### src/verilog/iss_consts.svh
// Summary of operation
// - select lines pick presets one, two, three
// - direction line off forward, on reverse
// - no select: ramp down, then hold
// - selection works only with enable bit set
// - mode 00: servo-lock at zero, no analog
// - mode 01: position-lock below threshold, no analog
// - mode 10: servo-lock, analog accepted when idle
// - mode 11: position-lock, analog accepted when idle
// - never active in torque control
// - three presets 0..4500, defaults 100/200/300
// - ramp-down time 0..10000 ms, default 0
// - speed match within band 0..100, default 10
// - hold gain 1..500, default 40
// - ramp times scale by speed over 4500
// - lock threshold 0..4500, default 10
// - inputs acted on within 6 ms
`ifndef ISS_CONSTS_SVH
`define ISS_CONSTS_SVH
`define ISS_OFF_SETUP1 8'h00
`define ISS_OFF_SETUP2 8'h04
`define ISS_OFF_LOCK_THR 8'h08
`define ISS_OFF_RAMP_UP 8'h0C
`define ISS_OFF_GAIN 8'h10
`define ISS_OFF_PRESET1 8'h14
`define ISS_OFF_PRESET2 8'h18
`define ISS_OFF_PRESET3 8'h1C
`define ISS_OFF_BAND 8'h20
`define ISS_OFF_RAMP_DN 8'h24
`define ISS_OFF_STATUS 8'h28
`define ISS_BIT_TORQUE 0
`define ISS_BIT_SEL_EN 2
`define ISS_BIT_MODE_A 10
`define ISS_BIT_MODE_B 11
`define ISS_RST_SETUP 16'h0000
`define ISS_RST_LOCK_THR 16'h000A
`define ISS_RST_RAMP 16'h0000
`define ISS_RST_GAIN 16'h0028
`define ISS_RST_PRESET1 16'h0064
`define ISS_RST_PRESET2 16'h00C8
`define ISS_RST_PRESET3 16'h012C
`define ISS_RST_BAND 16'h000A
`define ISS_FULL_SCALE 16'h1194
`define ISS_MAX_TIME 16'h2710
`define ISS_MAX_BAND 16'h0064
`define ISS_MIN_GAIN 16'h0001
`define ISS_MAX_GAIN 16'h01F4
`define ISS_ZERO16 16'h0000
`define ISS_CLK_HZ 25000000
`define ISS_HZ_PER_KHZ 1000
`define ISS_SAMPLE_MAX_MS 6
`define ISS_SAMPLE_PIPE 4
`endif

### src/verilog/iss_pkg.sv
package iss_pkg;
    typedef enum logic [1:0] {
        ISS_RUN = 2'b00,
        ISS_STOPPING = 2'b01,
        ISS_SERVO_HOLD = 2'b10,
        ISS_POS_HOLD = 2'b11
    } iss_state_t;
    typedef enum logic [1:0] {
        ISS_SEL_NONE = 2'b00,
        ISS_SEL_ONE = 2'b01,
        ISS_SEL_TWO = 2'b10,
        ISS_SEL_THREE = 2'b11
    } iss_sel_t;
endpackage : iss_pkg

### src/verilog/iss_top.sv
// The implementer's own choices: the APB register port and the register addresses.
`timescale 1ns/1ps
`default_nettype none
`include "iss_consts.svh"
module iss_top
    import iss_pkg::*;
#(
    parameter int CYC_PER_MS = `ISS_CLK_HZ / `ISS_HZ_PER_KHZ,
    parameter int DEB_CYC = `ISS_SAMPLE_MAX_MS * (`ISS_CLK_HZ / `ISS_HZ_PER_KHZ) - `ISS_SAMPLE_PIPE
) (
    input wire logic CLOCK,
    input wire logic RST,
    input wire logic PSEL,
    input wire logic PENABLE,
    input wire logic PWRITE,
    input wire logic [7:0] PADDR,
    input wire logic [31:0] PWDATA,
    output logic [31:0] PRDATA,
    output logic PREADY,
    output logic PSLVERR,
    input wire logic SPEED_SELECT_LO,
    input wire logic SPEED_SELECT_HI,
    input wire logic DIRECTION_SELECT,
    input wire logic signed [15:0] ANALOG_CMD,
    input wire logic signed [15:0] ACTUAL_SPEED,
    output logic signed [15:0] SPEED_CMD,
    output logic SELECT_ACTIVE,
    output logic SERVO_LOCK,
    output logic POS_LOOP_EN,
    output logic SPEED_MATCH,
    output logic [15:0] HOLD_GAIN
);

    function automatic logic [15:0] clamp16(input logic [31:0] v, input logic [15:0] lo, input logic [15:0] hi);
        logic [15:0] r;
        r = v[15:0];
        if (v > {16'h0000, hi}) begin
            r = hi;
        end else if (v < {16'h0000, lo}) begin
            r = lo;
        end
        return r;
    endfunction : clamp16

    function automatic logic [15:0] mag16(input logic signed [15:0] v);
        logic [15:0] r;
        r = v[15] ? 16'(-v) : 16'(v);
        return r;
    endfunction : mag16

    function automatic iss_sel_t decode_sel(input logic lo, input logic hi);
        iss_sel_t r;
        r = ISS_SEL_NONE;
        if (!lo && hi) begin
            r = ISS_SEL_ONE;
        end else if (lo && hi) begin
            r = ISS_SEL_TWO;
        end else if (lo && !hi) begin
            r = ISS_SEL_THREE;
        end
        return r;
    endfunction : decode_sel

    logic [15:0] setup1_ff, setup2_ff, lock_thr_ff, ramp_up_ff, gain_ff;
    logic [15:0] preset1_ff, preset2_ff, preset3_ff, band_ff, ramp_dn_ff;
    logic [15:0] nxt_setup1, nxt_setup2, nxt_lock_thr, nxt_ramp_up, nxt_gain;
    logic [15:0] nxt_preset1, nxt_preset2, nxt_preset3, nxt_band, nxt_ramp_dn;
    logic [31:0] prdata_ff, nxt_prdata, rd_data;
    logic pslverr_ff, nxt_pslverr, rd_hit;
    logic wr_en, setup_phase;
    logic [2:0] sync1_ff, sync2_ff, cand_ff, stable_ff;
    logic [2:0] nxt_cand, nxt_stable;
    logic [17:0] deb_cnt_ff, nxt_deb_cnt;
    iss_state_t state_ff, nxt_state;
    logic signed [15:0] cmd_ff, nxt_cmd, target;
    logic [31:0] err_ff, nxt_err, err_sum, denom;
    logic servo_ff, nxt_servo, pos_ff, nxt_pos, match_ff, nxt_match;
    logic active, analog_ok, mode_a, mode_b, dir_rev, accel;
    logic [15:0] preset_sel, gap;
    iss_sel_t sel;

    assign setup_phase = PSEL && !PENABLE;
    assign wr_en = PSEL && PENABLE && PWRITE;
    assign PREADY = 1'b1;
    assign PRDATA = prdata_ff;
    assign PSLVERR = pslverr_ff;

    // write path; out-of-range values are clamped so the ramp math never sees them
    always_comb begin
        nxt_setup1 = setup1_ff;
        nxt_setup2 = setup2_ff;
        nxt_lock_thr = lock_thr_ff;
        nxt_ramp_up = ramp_up_ff;
        nxt_gain = gain_ff;
        nxt_preset1 = preset1_ff;
        nxt_preset2 = preset2_ff;
        nxt_preset3 = preset3_ff;
        nxt_band = band_ff;
        nxt_ramp_dn = ramp_dn_ff;
        if (wr_en) begin
            unique case (PADDR)
                `ISS_OFF_SETUP1: nxt_setup1 = PWDATA[15:0];
                `ISS_OFF_SETUP2: nxt_setup2 = PWDATA[15:0];
                `ISS_OFF_LOCK_THR: nxt_lock_thr = clamp16(PWDATA, `ISS_ZERO16, `ISS_FULL_SCALE);
                `ISS_OFF_RAMP_UP: nxt_ramp_up = clamp16(PWDATA, `ISS_ZERO16, `ISS_MAX_TIME);
                `ISS_OFF_GAIN: nxt_gain = clamp16(PWDATA, `ISS_MIN_GAIN, `ISS_MAX_GAIN);
                `ISS_OFF_PRESET1: nxt_preset1 = clamp16(PWDATA, `ISS_ZERO16, `ISS_FULL_SCALE);
                `ISS_OFF_PRESET2: nxt_preset2 = clamp16(PWDATA, `ISS_ZERO16, `ISS_FULL_SCALE);
                `ISS_OFF_PRESET3: nxt_preset3 = clamp16(PWDATA, `ISS_ZERO16, `ISS_FULL_SCALE);
                `ISS_OFF_BAND: nxt_band = clamp16(PWDATA, `ISS_ZERO16, `ISS_MAX_BAND);
                `ISS_OFF_RAMP_DN: nxt_ramp_dn = clamp16(PWDATA, `ISS_ZERO16, `ISS_MAX_TIME);
                default: nxt_setup1 = setup1_ff;
            endcase
        end
    end

    // read data is captured in the setup cycle so it stands from a flop during access
    always_comb begin
        rd_data = 32'h00000000;
        rd_hit = 1'b1;
        unique case (PADDR)
            `ISS_OFF_SETUP1: rd_data[15:0] = setup1_ff;
            `ISS_OFF_SETUP2: rd_data[15:0] = setup2_ff;
            `ISS_OFF_LOCK_THR: rd_data[15:0] = lock_thr_ff;
            `ISS_OFF_RAMP_UP: rd_data[15:0] = ramp_up_ff;
            `ISS_OFF_GAIN: rd_data[15:0] = gain_ff;
            `ISS_OFF_PRESET1: rd_data[15:0] = preset1_ff;
            `ISS_OFF_PRESET2: rd_data[15:0] = preset2_ff;
            `ISS_OFF_PRESET3: rd_data[15:0] = preset3_ff;
            `ISS_OFF_BAND: rd_data[15:0] = band_ff;
            `ISS_OFF_RAMP_DN: rd_data[15:0] = ramp_dn_ff;
            `ISS_OFF_STATUS: rd_data = {cmd_ff, 11'h000, pos_ff, match_ff, active, state_ff};
            default: rd_hit = 1'b0;
        endcase
        nxt_prdata = setup_phase ? rd_data : prdata_ff;
        nxt_pslverr = setup_phase ? !rd_hit : pslverr_ff;
    end

    always_ff @(posedge CLOCK or posedge RST) begin
        if (RST) begin
            setup1_ff <= `ISS_RST_SETUP;
            setup2_ff <= `ISS_RST_SETUP;
            lock_thr_ff <= `ISS_RST_LOCK_THR;
            ramp_up_ff <= `ISS_RST_RAMP;
            gain_ff <= `ISS_RST_GAIN;
            preset1_ff <= `ISS_RST_PRESET1;
            preset2_ff <= `ISS_RST_PRESET2;
            preset3_ff <= `ISS_RST_PRESET3;
            band_ff <= `ISS_RST_BAND;
            ramp_dn_ff <= `ISS_RST_RAMP;
            prdata_ff <= 32'h00000000;
            pslverr_ff <= 1'b0;
        end else begin
            setup1_ff <= nxt_setup1;
            setup2_ff <= nxt_setup2;
            lock_thr_ff <= nxt_lock_thr;
            ramp_up_ff <= nxt_ramp_up;
            gain_ff <= nxt_gain;
            preset1_ff <= nxt_preset1;
            preset2_ff <= nxt_preset2;
            preset3_ff <= nxt_preset3;
            band_ff <= nxt_band;
            ramp_dn_ff <= nxt_ramp_dn;
            prdata_ff <= nxt_prdata;
            pslverr_ff <= nxt_pslverr;
        end
    end

    // a code must stay steady for DEB_CYC cycles; total lag stays within 6 ms
    always_comb begin
        nxt_cand = cand_ff;
        nxt_stable = stable_ff;
        nxt_deb_cnt = deb_cnt_ff;
        if (sync2_ff != cand_ff) begin
            nxt_cand = sync2_ff;
            nxt_deb_cnt = 18'h00000;
        end else if (deb_cnt_ff >= 18'(DEB_CYC)) begin
            nxt_stable = cand_ff;
        end else begin
            nxt_deb_cnt = deb_cnt_ff + 18'h00001;
        end
    end

    always_ff @(posedge CLOCK or posedge RST) begin
        if (RST) begin
            sync1_ff <= 3'h0;
            sync2_ff <= 3'h0;
            cand_ff <= 3'h0;
            stable_ff <= 3'h0;
            deb_cnt_ff <= 18'h00000;
        end else begin
            sync1_ff <= {DIRECTION_SELECT, SPEED_SELECT_HI, SPEED_SELECT_LO};
            sync2_ff <= sync1_ff;
            cand_ff <= nxt_cand;
            stable_ff <= nxt_stable;
            deb_cnt_ff <= nxt_deb_cnt;
        end
    end

    assign active = setup2_ff[`ISS_BIT_SEL_EN] && !setup1_ff[`ISS_BIT_TORQUE];
    assign mode_a = setup1_ff[`ISS_BIT_MODE_A];
    assign mode_b = setup1_ff[`ISS_BIT_MODE_B];
    assign sel = decode_sel(stable_ff[0], stable_ff[1]);
    assign dir_rev = stable_ff[2];
    // with the selector active, analog input only counts in the b=1 modes and only while no preset is selected
    assign analog_ok = mode_b && (sel == ISS_SEL_NONE);

    always_comb begin
        preset_sel = `ISS_ZERO16;
        unique case (sel)
            ISS_SEL_NONE: preset_sel = `ISS_ZERO16;
            ISS_SEL_ONE: preset_sel = preset1_ff;
            ISS_SEL_TWO: preset_sel = preset2_ff;
            ISS_SEL_THREE: preset_sel = preset3_ff;
        endcase
        if (sel != ISS_SEL_NONE) begin
            target = dir_rev ? -$signed(preset_sel) : $signed(preset_sel);
        end else if (analog_ok) begin
            target = ANALOG_CMD;
        end else begin
            target = $signed(`ISS_ZERO16);
        end
    end

    // hold state machine
    always_comb begin
        nxt_state = state_ff;
        if (!active) begin
            nxt_state = ISS_RUN;
        end else begin
            unique case (state_ff)
                ISS_RUN: if (sel == ISS_SEL_NONE) begin
                    nxt_state = ISS_STOPPING;
                end
                // position-lock only while stopping toward zero; a live analog
                // target would otherwise bounce the state every cycle
                ISS_STOPPING: if (sel != ISS_SEL_NONE) begin
                    nxt_state = ISS_RUN;
                end else if (mode_a && (target == $signed(`ISS_ZERO16)) && (mag16(ACTUAL_SPEED) < lock_thr_ff)) begin
                    nxt_state = ISS_POS_HOLD;
                end else if (!mode_a && (cmd_ff == target) && (target == $signed(`ISS_ZERO16))) begin
                    nxt_state = ISS_SERVO_HOLD;
                end
                ISS_SERVO_HOLD, ISS_POS_HOLD: if ((sel != ISS_SEL_NONE) || (target != $signed(`ISS_ZERO16))) begin
                    nxt_state = ISS_STOPPING;
                end
            endcase
        end
        nxt_servo = active && (nxt_state == ISS_SERVO_HOLD);
        nxt_pos = active && (nxt_state == ISS_POS_HOLD);
    end

    // ramp: one count step whenever the error sum passes time*cycles-per-ms,
    // so full scale takes exactly the set time and smaller moves scale down
    always_comb begin
        accel = ((target > cmd_ff) && !cmd_ff[15]) || ((target < cmd_ff) && (cmd_ff[15] || cmd_ff == 16'sh0000));
        denom = 32'(accel ? ramp_up_ff : ramp_dn_ff) * 32'(CYC_PER_MS);
        err_sum = err_ff + 32'(`ISS_FULL_SCALE);
        nxt_err = 32'h00000000;
        nxt_cmd = cmd_ff;
        if (!active) begin
            nxt_cmd = ANALOG_CMD;
        end else if (cmd_ff != target) begin
            if (denom == 32'h00000000) begin
                nxt_cmd = target;
            end else if (err_sum >= denom) begin
                nxt_err = err_sum - denom;
                nxt_cmd = (target > cmd_ff) ? cmd_ff + 16'sh0001 : cmd_ff - 16'sh0001;
            end else begin
                nxt_err = err_sum;
            end
        end
        gap = mag16(ACTUAL_SPEED - cmd_ff);
        nxt_match = gap <= band_ff;
    end

    always_ff @(posedge CLOCK or posedge RST) begin
        if (RST) begin
            state_ff <= ISS_RUN;
            cmd_ff <= 16'sh0000;
            err_ff <= 32'h00000000;
            servo_ff <= 1'b0;
            pos_ff <= 1'b0;
            match_ff <= 1'b0;
        end else begin
            state_ff <= nxt_state;
            cmd_ff <= nxt_cmd;
            err_ff <= nxt_err;
            servo_ff <= nxt_servo;
            pos_ff <= nxt_pos;
            match_ff <= nxt_match;
        end
    end

    assign SPEED_CMD = cmd_ff;
    assign SELECT_ACTIVE = active;
    assign SERVO_LOCK = servo_ff;
    assign POS_LOOP_EN = pos_ff;
    assign SPEED_MATCH = match_ff;
    assign HOLD_GAIN = gain_ff;

endmodule : iss_top
`default_nettype wire

### config.mk
export PLATFORM = sky130hd
export DESIGN_NAME = iss_top
export DESIGN_NICKNAME = d
export VERILOG_FILES = /design/src/verilog/iss_pkg.sv /design/src/verilog/iss_top.sv
export VERILOG_INCLUDE_DIRS = /design/src /design/src/verilog
export SDC_FILE = /design/constraint.sdc
export NUM_CORES = 1
export LEC_CHECK = 0
export BUFFER_PORTS_ARGS = -buffer_cell sky130_fd_sc_hd__buf_2
export CORE_MARGIN = 5
export CORE_UTILIZATION = 40
export DETAILED_ROUTE_END_ITERATION = 12
export GPL_TIMING_DRIVEN = 0
export SLEW_MARGIN = 5
export SYNTH_ARGS = -nofsm -noshare
export SYNTH_HDL_FRONTEND = slang
export SYNTH_SLANG_ARGS = --single-unit
### constraint.sdc
create_clock -name CLOCK -period 14 [get_ports CLOCK]
set_input_delay 2.1 -clock CLOCK [delete_from_list [all_inputs] [get_ports CLOCK]]
set_output_delay 2.1 -clock CLOCK [all_outputs]
set_load 0.1 [all_outputs]
== Word-level counts from Yosys, hierarchy flattened ==
Cells that the tools add are included.
Storage, ports and cells
  flip-flop bits (word level): 276
  bits in latches: 0
  bits in writable memories: 0
  memory bits (read-only): 0
  input port bits: 80
  output and inout bits: 70
  memories kept: 0
Cells by class
  add/subtract/negate cells: 9
  multipliers: 1
  div/mod/pow operators: 0
  order comparisons: 12
  equal/unequal tests: 24
  shift-type cells: 0
  mux-type cells: 37
  bitwise logic cells: 1
  reductions and logical operators: 48
Operator list (number)
  $mux 16: 18
  $pmux 16 s11: 1
  $mux 32: 4
  $lt 32x1->1 const B: 2
  $pmux 16 s4: 1
  $neg 16->16: 3
  $mux 18: 2
  $add 32x13->32 const B: 1
  $eq 8x5->1 const B: 4
  $ge 32x31->1: 1
  $gt 32x13->1 const B: 1
  $gt 32x14->1 const B: 1
  $gt 32x7->1 const B: 1
  $gt 32x9->1 const B: 1
  $logic_not 16->1: 2
  $logic_not 32->1: 1
  $lt 16x16->1: 2
  $sub 32x31->32: 1
  $mul 16x12->28 const B: 1
  $eq 8x6->1 const B: 3
  $reduce_and 2->1: 12
  $add 18x1->18 const B: 1
  $ge 18x18->1 const B: 1
  $mux 2: 9
  27 further kinds: 58

== Depth between registers and ports, before layout ==
  depth after elaboration: 20
  depth in mapped cells: 56

== Worst setup path before layout ==
No wires, ideal clock.
  kind: input -> register
  start: in ANALOG_CMD[1]
  end: reg err_ff[20]
  library setup time: 121 ps
  arrival time: 11746 ps
  data required time: 13879 ps
  path slack: 2133 ps
  cell stages on the path: 47
  buffers on the path: 3
  cell sequence: a32oi_1 -> o21ai_0 -> ha_1 -> nor2b_1 -> o21a_1 -> o21a_1 -> o21a_1 -> o21a_1 -> o21a_1 -> o21a_1 -> o21ai_0 -> nand4_1 -> o21ai_0 -> or2_2 -> inv_1 -> ha_1 -> a21oi_1 -> clkbuf_1 -> [... 11 more ...] -> and3_1 -> buf_2 -> nand4_1 -> o22a_1 -> o31a_1 -> o21ai_0 -> o2bb2ai_1 -> a21oi_1 -> ha_1 -> nand4_1 -> nor4_1 -> nand2_1 -> o211ai_1 -> nor2_1 -> a21oi_2 -> clkbuf_1 -> mux2i_1 -> nor2_1
On the way
  cells in the longest elaborated chain, start to end: 12
  elaborated cells between the ends (all ways): 17
  those cells by class: add/sub (1); mul (1); order compare (3); eq/ne (1); mux (7); reduce/logical (4)
Ends and longest elaborated chain
  start: declaration: RTL line iss_top.sv:24  | input wire logic signed [15:0] ANALOG_CMD,
  $mux 16 *: RTL line iss_top.sv:218  | end else if (analog_ok) begin
  $mux 16 *: RTL line iss_top.sv:216  | if (sel != ISS_SEL_NONE) begin
  $gt 16x16->1 or $lt 16x16->1 (tied branches): RTL line iss_top.sv:256  | accel = ((target > cmd_ff) && !cmd_ff[15]) || ((target < cmd_ff) && (cmd_ff[15] || cmd_ff == 16'sh0000));
  $logic_and 1x1->1: RTL line iss_top.sv:256
  $logic_or 1x1->1: RTL line iss_top.sv:256
  $mux 16: RTL line iss_top.sv:257  | denom = 32'(accel ? ramp_up_ff : ramp_dn_ff) * 32'(CYC_PER_MS);
  $mul 16x12->28: RTL line iss_top.sv:257
  $sub 32x31->32 or $ge 32x31->1 (tied branches): RTL line iss_top.sv:267, iss_top.sv:266
  $mux 32: RTL line iss_top.sv:266  | end else if (err_sum >= denom) begin
  $mux 32: RTL line iss_top.sv:264  | if (denom == 32'h00000000) begin
  $mux 32 *: RTL line iss_top.sv:263  | end else if (cmd_ff != target) begin
  $mux 32 *: RTL line iss_top.sv:261  | if (!active) begin
  net nxt_err[20]: RTL line iss_top.sv:76  | logic [31:0] err_ff, nxt_err, err_sum, denom;
  end signal: assignment: RTL line iss_top.sv:288  | err_ff <= nxt_err;
  end: declaration: RTL line iss_top.sv:76
Mark *: on every way through the listed nets, which the timed path passes. The rest lies on a longest branch.
A chain may end at the register's enable or synchronous reset.

== Worst setup path after layout ==
  start: reg stable_ff[0]
  end: reg cmd_ff[6], in the netlist SPEED_CMD[6]
On the way
  cells in the longest elaborated chain, start to end: 18
  elaborated cells between the ends (all ways): 36
  those cells by class: add/sub (1); mul (1); order compare (3); eq/ne (6); mux (13); reduce/logical (12)
Ends and longest elaborated chain
  start: declaration: RTL line iss_top.sv:71  | logic [2:0] sync1_ff, sync2_ff, cand_ff, stable_ff;
  start signal: assignment: RTL line iss_top.sv:195  | stable_ff <= nxt_stable;
  $logic_and 1x1->1: RTL line iss_top.sv:58  | end else if (lo && !hi) begin
  $mux 2: RTL line iss_top.sv:58
  $mux 2: RTL line iss_top.sv:56  | end else if (lo && hi) begin
  $mux 2 *: RTL line iss_top.sv:54  | if (!lo && hi) begin
  $eq 2x2->1, or another cell as far along: RTL line iss_top.sv:210  | unique case (sel)
  $pmux 16 s4: RTL line iss_top.sv:210
  $neg 16->16: RTL line iss_top.sv:217  | target = dir_rev ? -$signed(preset_sel) : $signed(preset_sel);
  $mux 16: RTL line iss_top.sv:217
  $mux 16 *: RTL line iss_top.sv:216
  branches (longest 9 deep; another with $ge 32x31->1)
  end signal: assignment: RTL line iss_top.sv:287  | cmd_ff <= nxt_cmd;
  end: declaration: RTL line iss_top.sv:75  | logic signed [15:0] cmd_ff, nxt_cmd, target;
Mark *: on every way between the ends. The select of a mux whose other input is x is not followed.

==> impl_metrics.ini <==
[outcome]
status = finished clean

[grt]
overflow = 0
antenna_found_initial = 2
grt_max_degree = 121
groute.usage.overall_pct = 23.2
grt_pass1_vias = 18400
grt_pass1_wl_mm = 106

[synthesis]
synth.distinct_cells = 81
yosysMostFrequentCell = dfrtp_1
synth_flop_cell = dfrtp_1
ys_seq_elements = 274
synthesis.area_um2 = 21300
syn-instance-count = 2368
syn-mean-instance-area_um2 = 9.01
synth_edf_count = 0
synth_commonest_cells = dfrtp_1 (258), nand2_1 (243), ha_1 (224)
syn_nets = 2711
synth_top_area_share_pct = 30.3
synth-seq-area-share_pct = 32.2
yosysWarnings = 0
postSynth.asyncResetShare_pct = 100
yosys-top-cells-area = dfrtp_1 (30%), ha_1 (13%), nand2_1 (4.3%)
synth_top_area_cell = dfrtp_1

[clock_tree]
clk_path_buf_depth = 3
cts_tree = built
cts_buffers = 31
cts_root_buf = clkbuf_16
htreeDepth = 1
cts_hold_buf = 0
clkTransAtPathRegs_ns = 0.06
cts.sinks = 274
clkLatencyLatePin_ns = 0.61

[pwr]
seqPwrFrac_pct = 38.7
pwr-share-comb_pct = 21.6
vdd_drop_max_uv = 111
clkPwrFrac_pct = 39.8
internal-power_mw = 1.47
power_switching_mw = 0.648
cellLeakagePower_nw = 11.6
power.density_nw_per_um2 = 88.0
switching_share_pct = 30.7
total_power_mw = 2.11

[sta]
fmax_ghz = 0.0756
post-route-period-util_pct = 94.4
rsz0062_at_grt = false
skew_ns = 0.0302
tightest_slew_ns = 1.05
setup_viol = 0
hold_viol = 0
relSlewSlack_pct = 29.6
drv_slew = 0
fin_crit_ns = 13.22

[critical_path]
required_ns = 14.50
critical_path.max_stage_delay_ns = 0.53
crit_type = reg2reg
critPathSlowestCell = fa_1
cpMostUsedCell = ha_1
cp.arrival_ns = 13.72
critPathLaunchType = flop
end_kind = flop
regToRegSetupSlack_ns = 0.78
critPathMaxFanout = 16
rr_worst_depth = 52

[detailed_routing]
drtIter0Drc = 1559
route.detailed.wl_per_inst_um = 21.4
antenna_left = 0
drcViolationCount = 0
vias = 18900
viasPerCell = 5.81
wl_mm = 69.7
dr.pass1.iters = 6

[die]
rows = 84
ios = 150
start_util_pct = 40.5
dieArea_um2 = 58000
die_h_um = 241
core_um2 = 52700
dieWidth_um = 241

[cells_and_area]
post-route-util_pct = 45.7
largest_register_ffs = 32
area_delta_synth_final_pct = 12.7
nets = 2888
fill_cells = 5143
drive_gt1_share_pct = 12.5

[hold_path]
hold-path-cell-count = 0
worstHoldPathType = reg2reg

[job]
cap_viol_max_count = 0

[placed_design]
place_hpwl_mm = 54.5
routabilityCongestion = 0.965
port_buffers = 142
what timing repair did:
item	CTS	global route
resized for setup	3	9
setup buffers	0	0
hold endpoints to repair	0	0
gates cloned	0	0
setup endpoints to repair	29	45
cell type report:
type                       count  area, um^2  area share [%]
inverter                     179         679            2.83
antenna                        1        2.50          0.0104
buffer                        88         384            1.60
tap                          688         861            3.58
multi-input combinational   1827       13400            55.9
timing repair buffer         144         766            3.19
clock buffer                  48         890            3.70
clock inverter                10         145           0.604
sequential                   274        6880            28.6
power groups by stage:
| stage | clock network [mW] | registers (mW) | logic, mW |
|---|---|---|---|
| 2_1_floorplan | 0 | 0.847 | 0.311 |
| 3_3_place_gp | 0 | 0.832 | 0.439 |
| 3_5_place_dp | 0 | 0.832 | 0.449 |
| 4_1_cts | 0.850 | 0.817 | 0.453 |
| 5_1_grt | 0.885 | 0.818 | 0.501 |
| 6_report | 0.841 | 0.818 | 0.456 |
cells in the final DEF (no fill, tap or decap), types with 11 or more instances in the layout:
master,instances
o21ai_1,15
clkbuf_1,81
clkbuf_16,31
nor4_1,15
o21ai_0,179
mux2_2,55
a211oi_1,20
buf_2,148
inv_1,176
o31ai_1,12
nand3_1,37
a22oi_1,28
fa_1,39
or3_1,15
nand2b_1,29
a21o_1,53
xor2_1,51
xnor2_1,90
and3_1,11
nand2_1,243
ha_1,224
dfrtp_1,258
mux2i_1,42
nor2_1,160
dfstp_2,16
a31oi_1,29
a22o_1,46
o21a_1,27
nor2b_1,34
and2_1,28
nor3_1,41
nand4_1,24
a221oi_1,33
a21oi_1,115
metal layers:
metal	global-route usage, %	routed length, um	vias up	share of wire [%]
li1	-	-	8826	-
met1	33.9	31700	9242	45
met2	35.4	30300	724	44
met3	4.43	5550	133	8.0
met4	6.57	2110	2	3.0
met5	0	13	-	0.019
worst paths after layout:
kind / startpoint / end
max in group asynchronous: RST / preset2_ff[7]
min in group asynchronous: RST / err_ff[26]
worst min-delay path: sync1_ff[0] / sync2_ff[0]
worst max-delay path: stable_ff[0] / SPEED_CMD[6]
worst min register to register: sync1_ff[0] / sync2_ff[0]
worst max register to register: stable_ff[0] / SPEED_CMD[6]
metrics by stage:
step / TNS (ns) / std cells / worst slack [ns] / hold slack [ns] / cell area [um^2]
2_1_floorplan: 0 / 2368 / 2.13 / 0.331 / 21300
5_1_grt: 0 / 3258 / 0.0217 / 0.373 / 24000
3_5_place_dp: -5.71 / 3200 / -0.243 / 0.343 / 23000
3_3_place_gp: -22.08 / 3198 / -0.622 / 0.334 / 22900
6_report: 0 / 3259 / 0.780 / 0.355 / 24000
4_1_cts: 0 / 3258 / 0.0242 / 0.359 / 24000
worst max-delay path: cells and delay by family (launching register included):
family | cells | cell delay, ns
AOI/OAI and AO/OA | 19 | 4.46
muxes | 3 | 1.23
DFF | 1 | 0.36
and+or+nand+nor | 11 | 2.35
adders and majority gates | 9 | 3.20
buffers and inverters | 10 | 1.47
cell families after synthesis:
group,count (synthesis),synth area share [%]
AOI/OAI and AO/OA,646,20.2
xor gates and xnor gates,141,5.79
adders and majority gates,263,16.8
buffers and inverters,267,4.93
DFF,274,32.2
muxes,99,5.00
other,1,0.0176
and+or+nand+nor,677,15.1
Power figures use the tool's default switching activity.
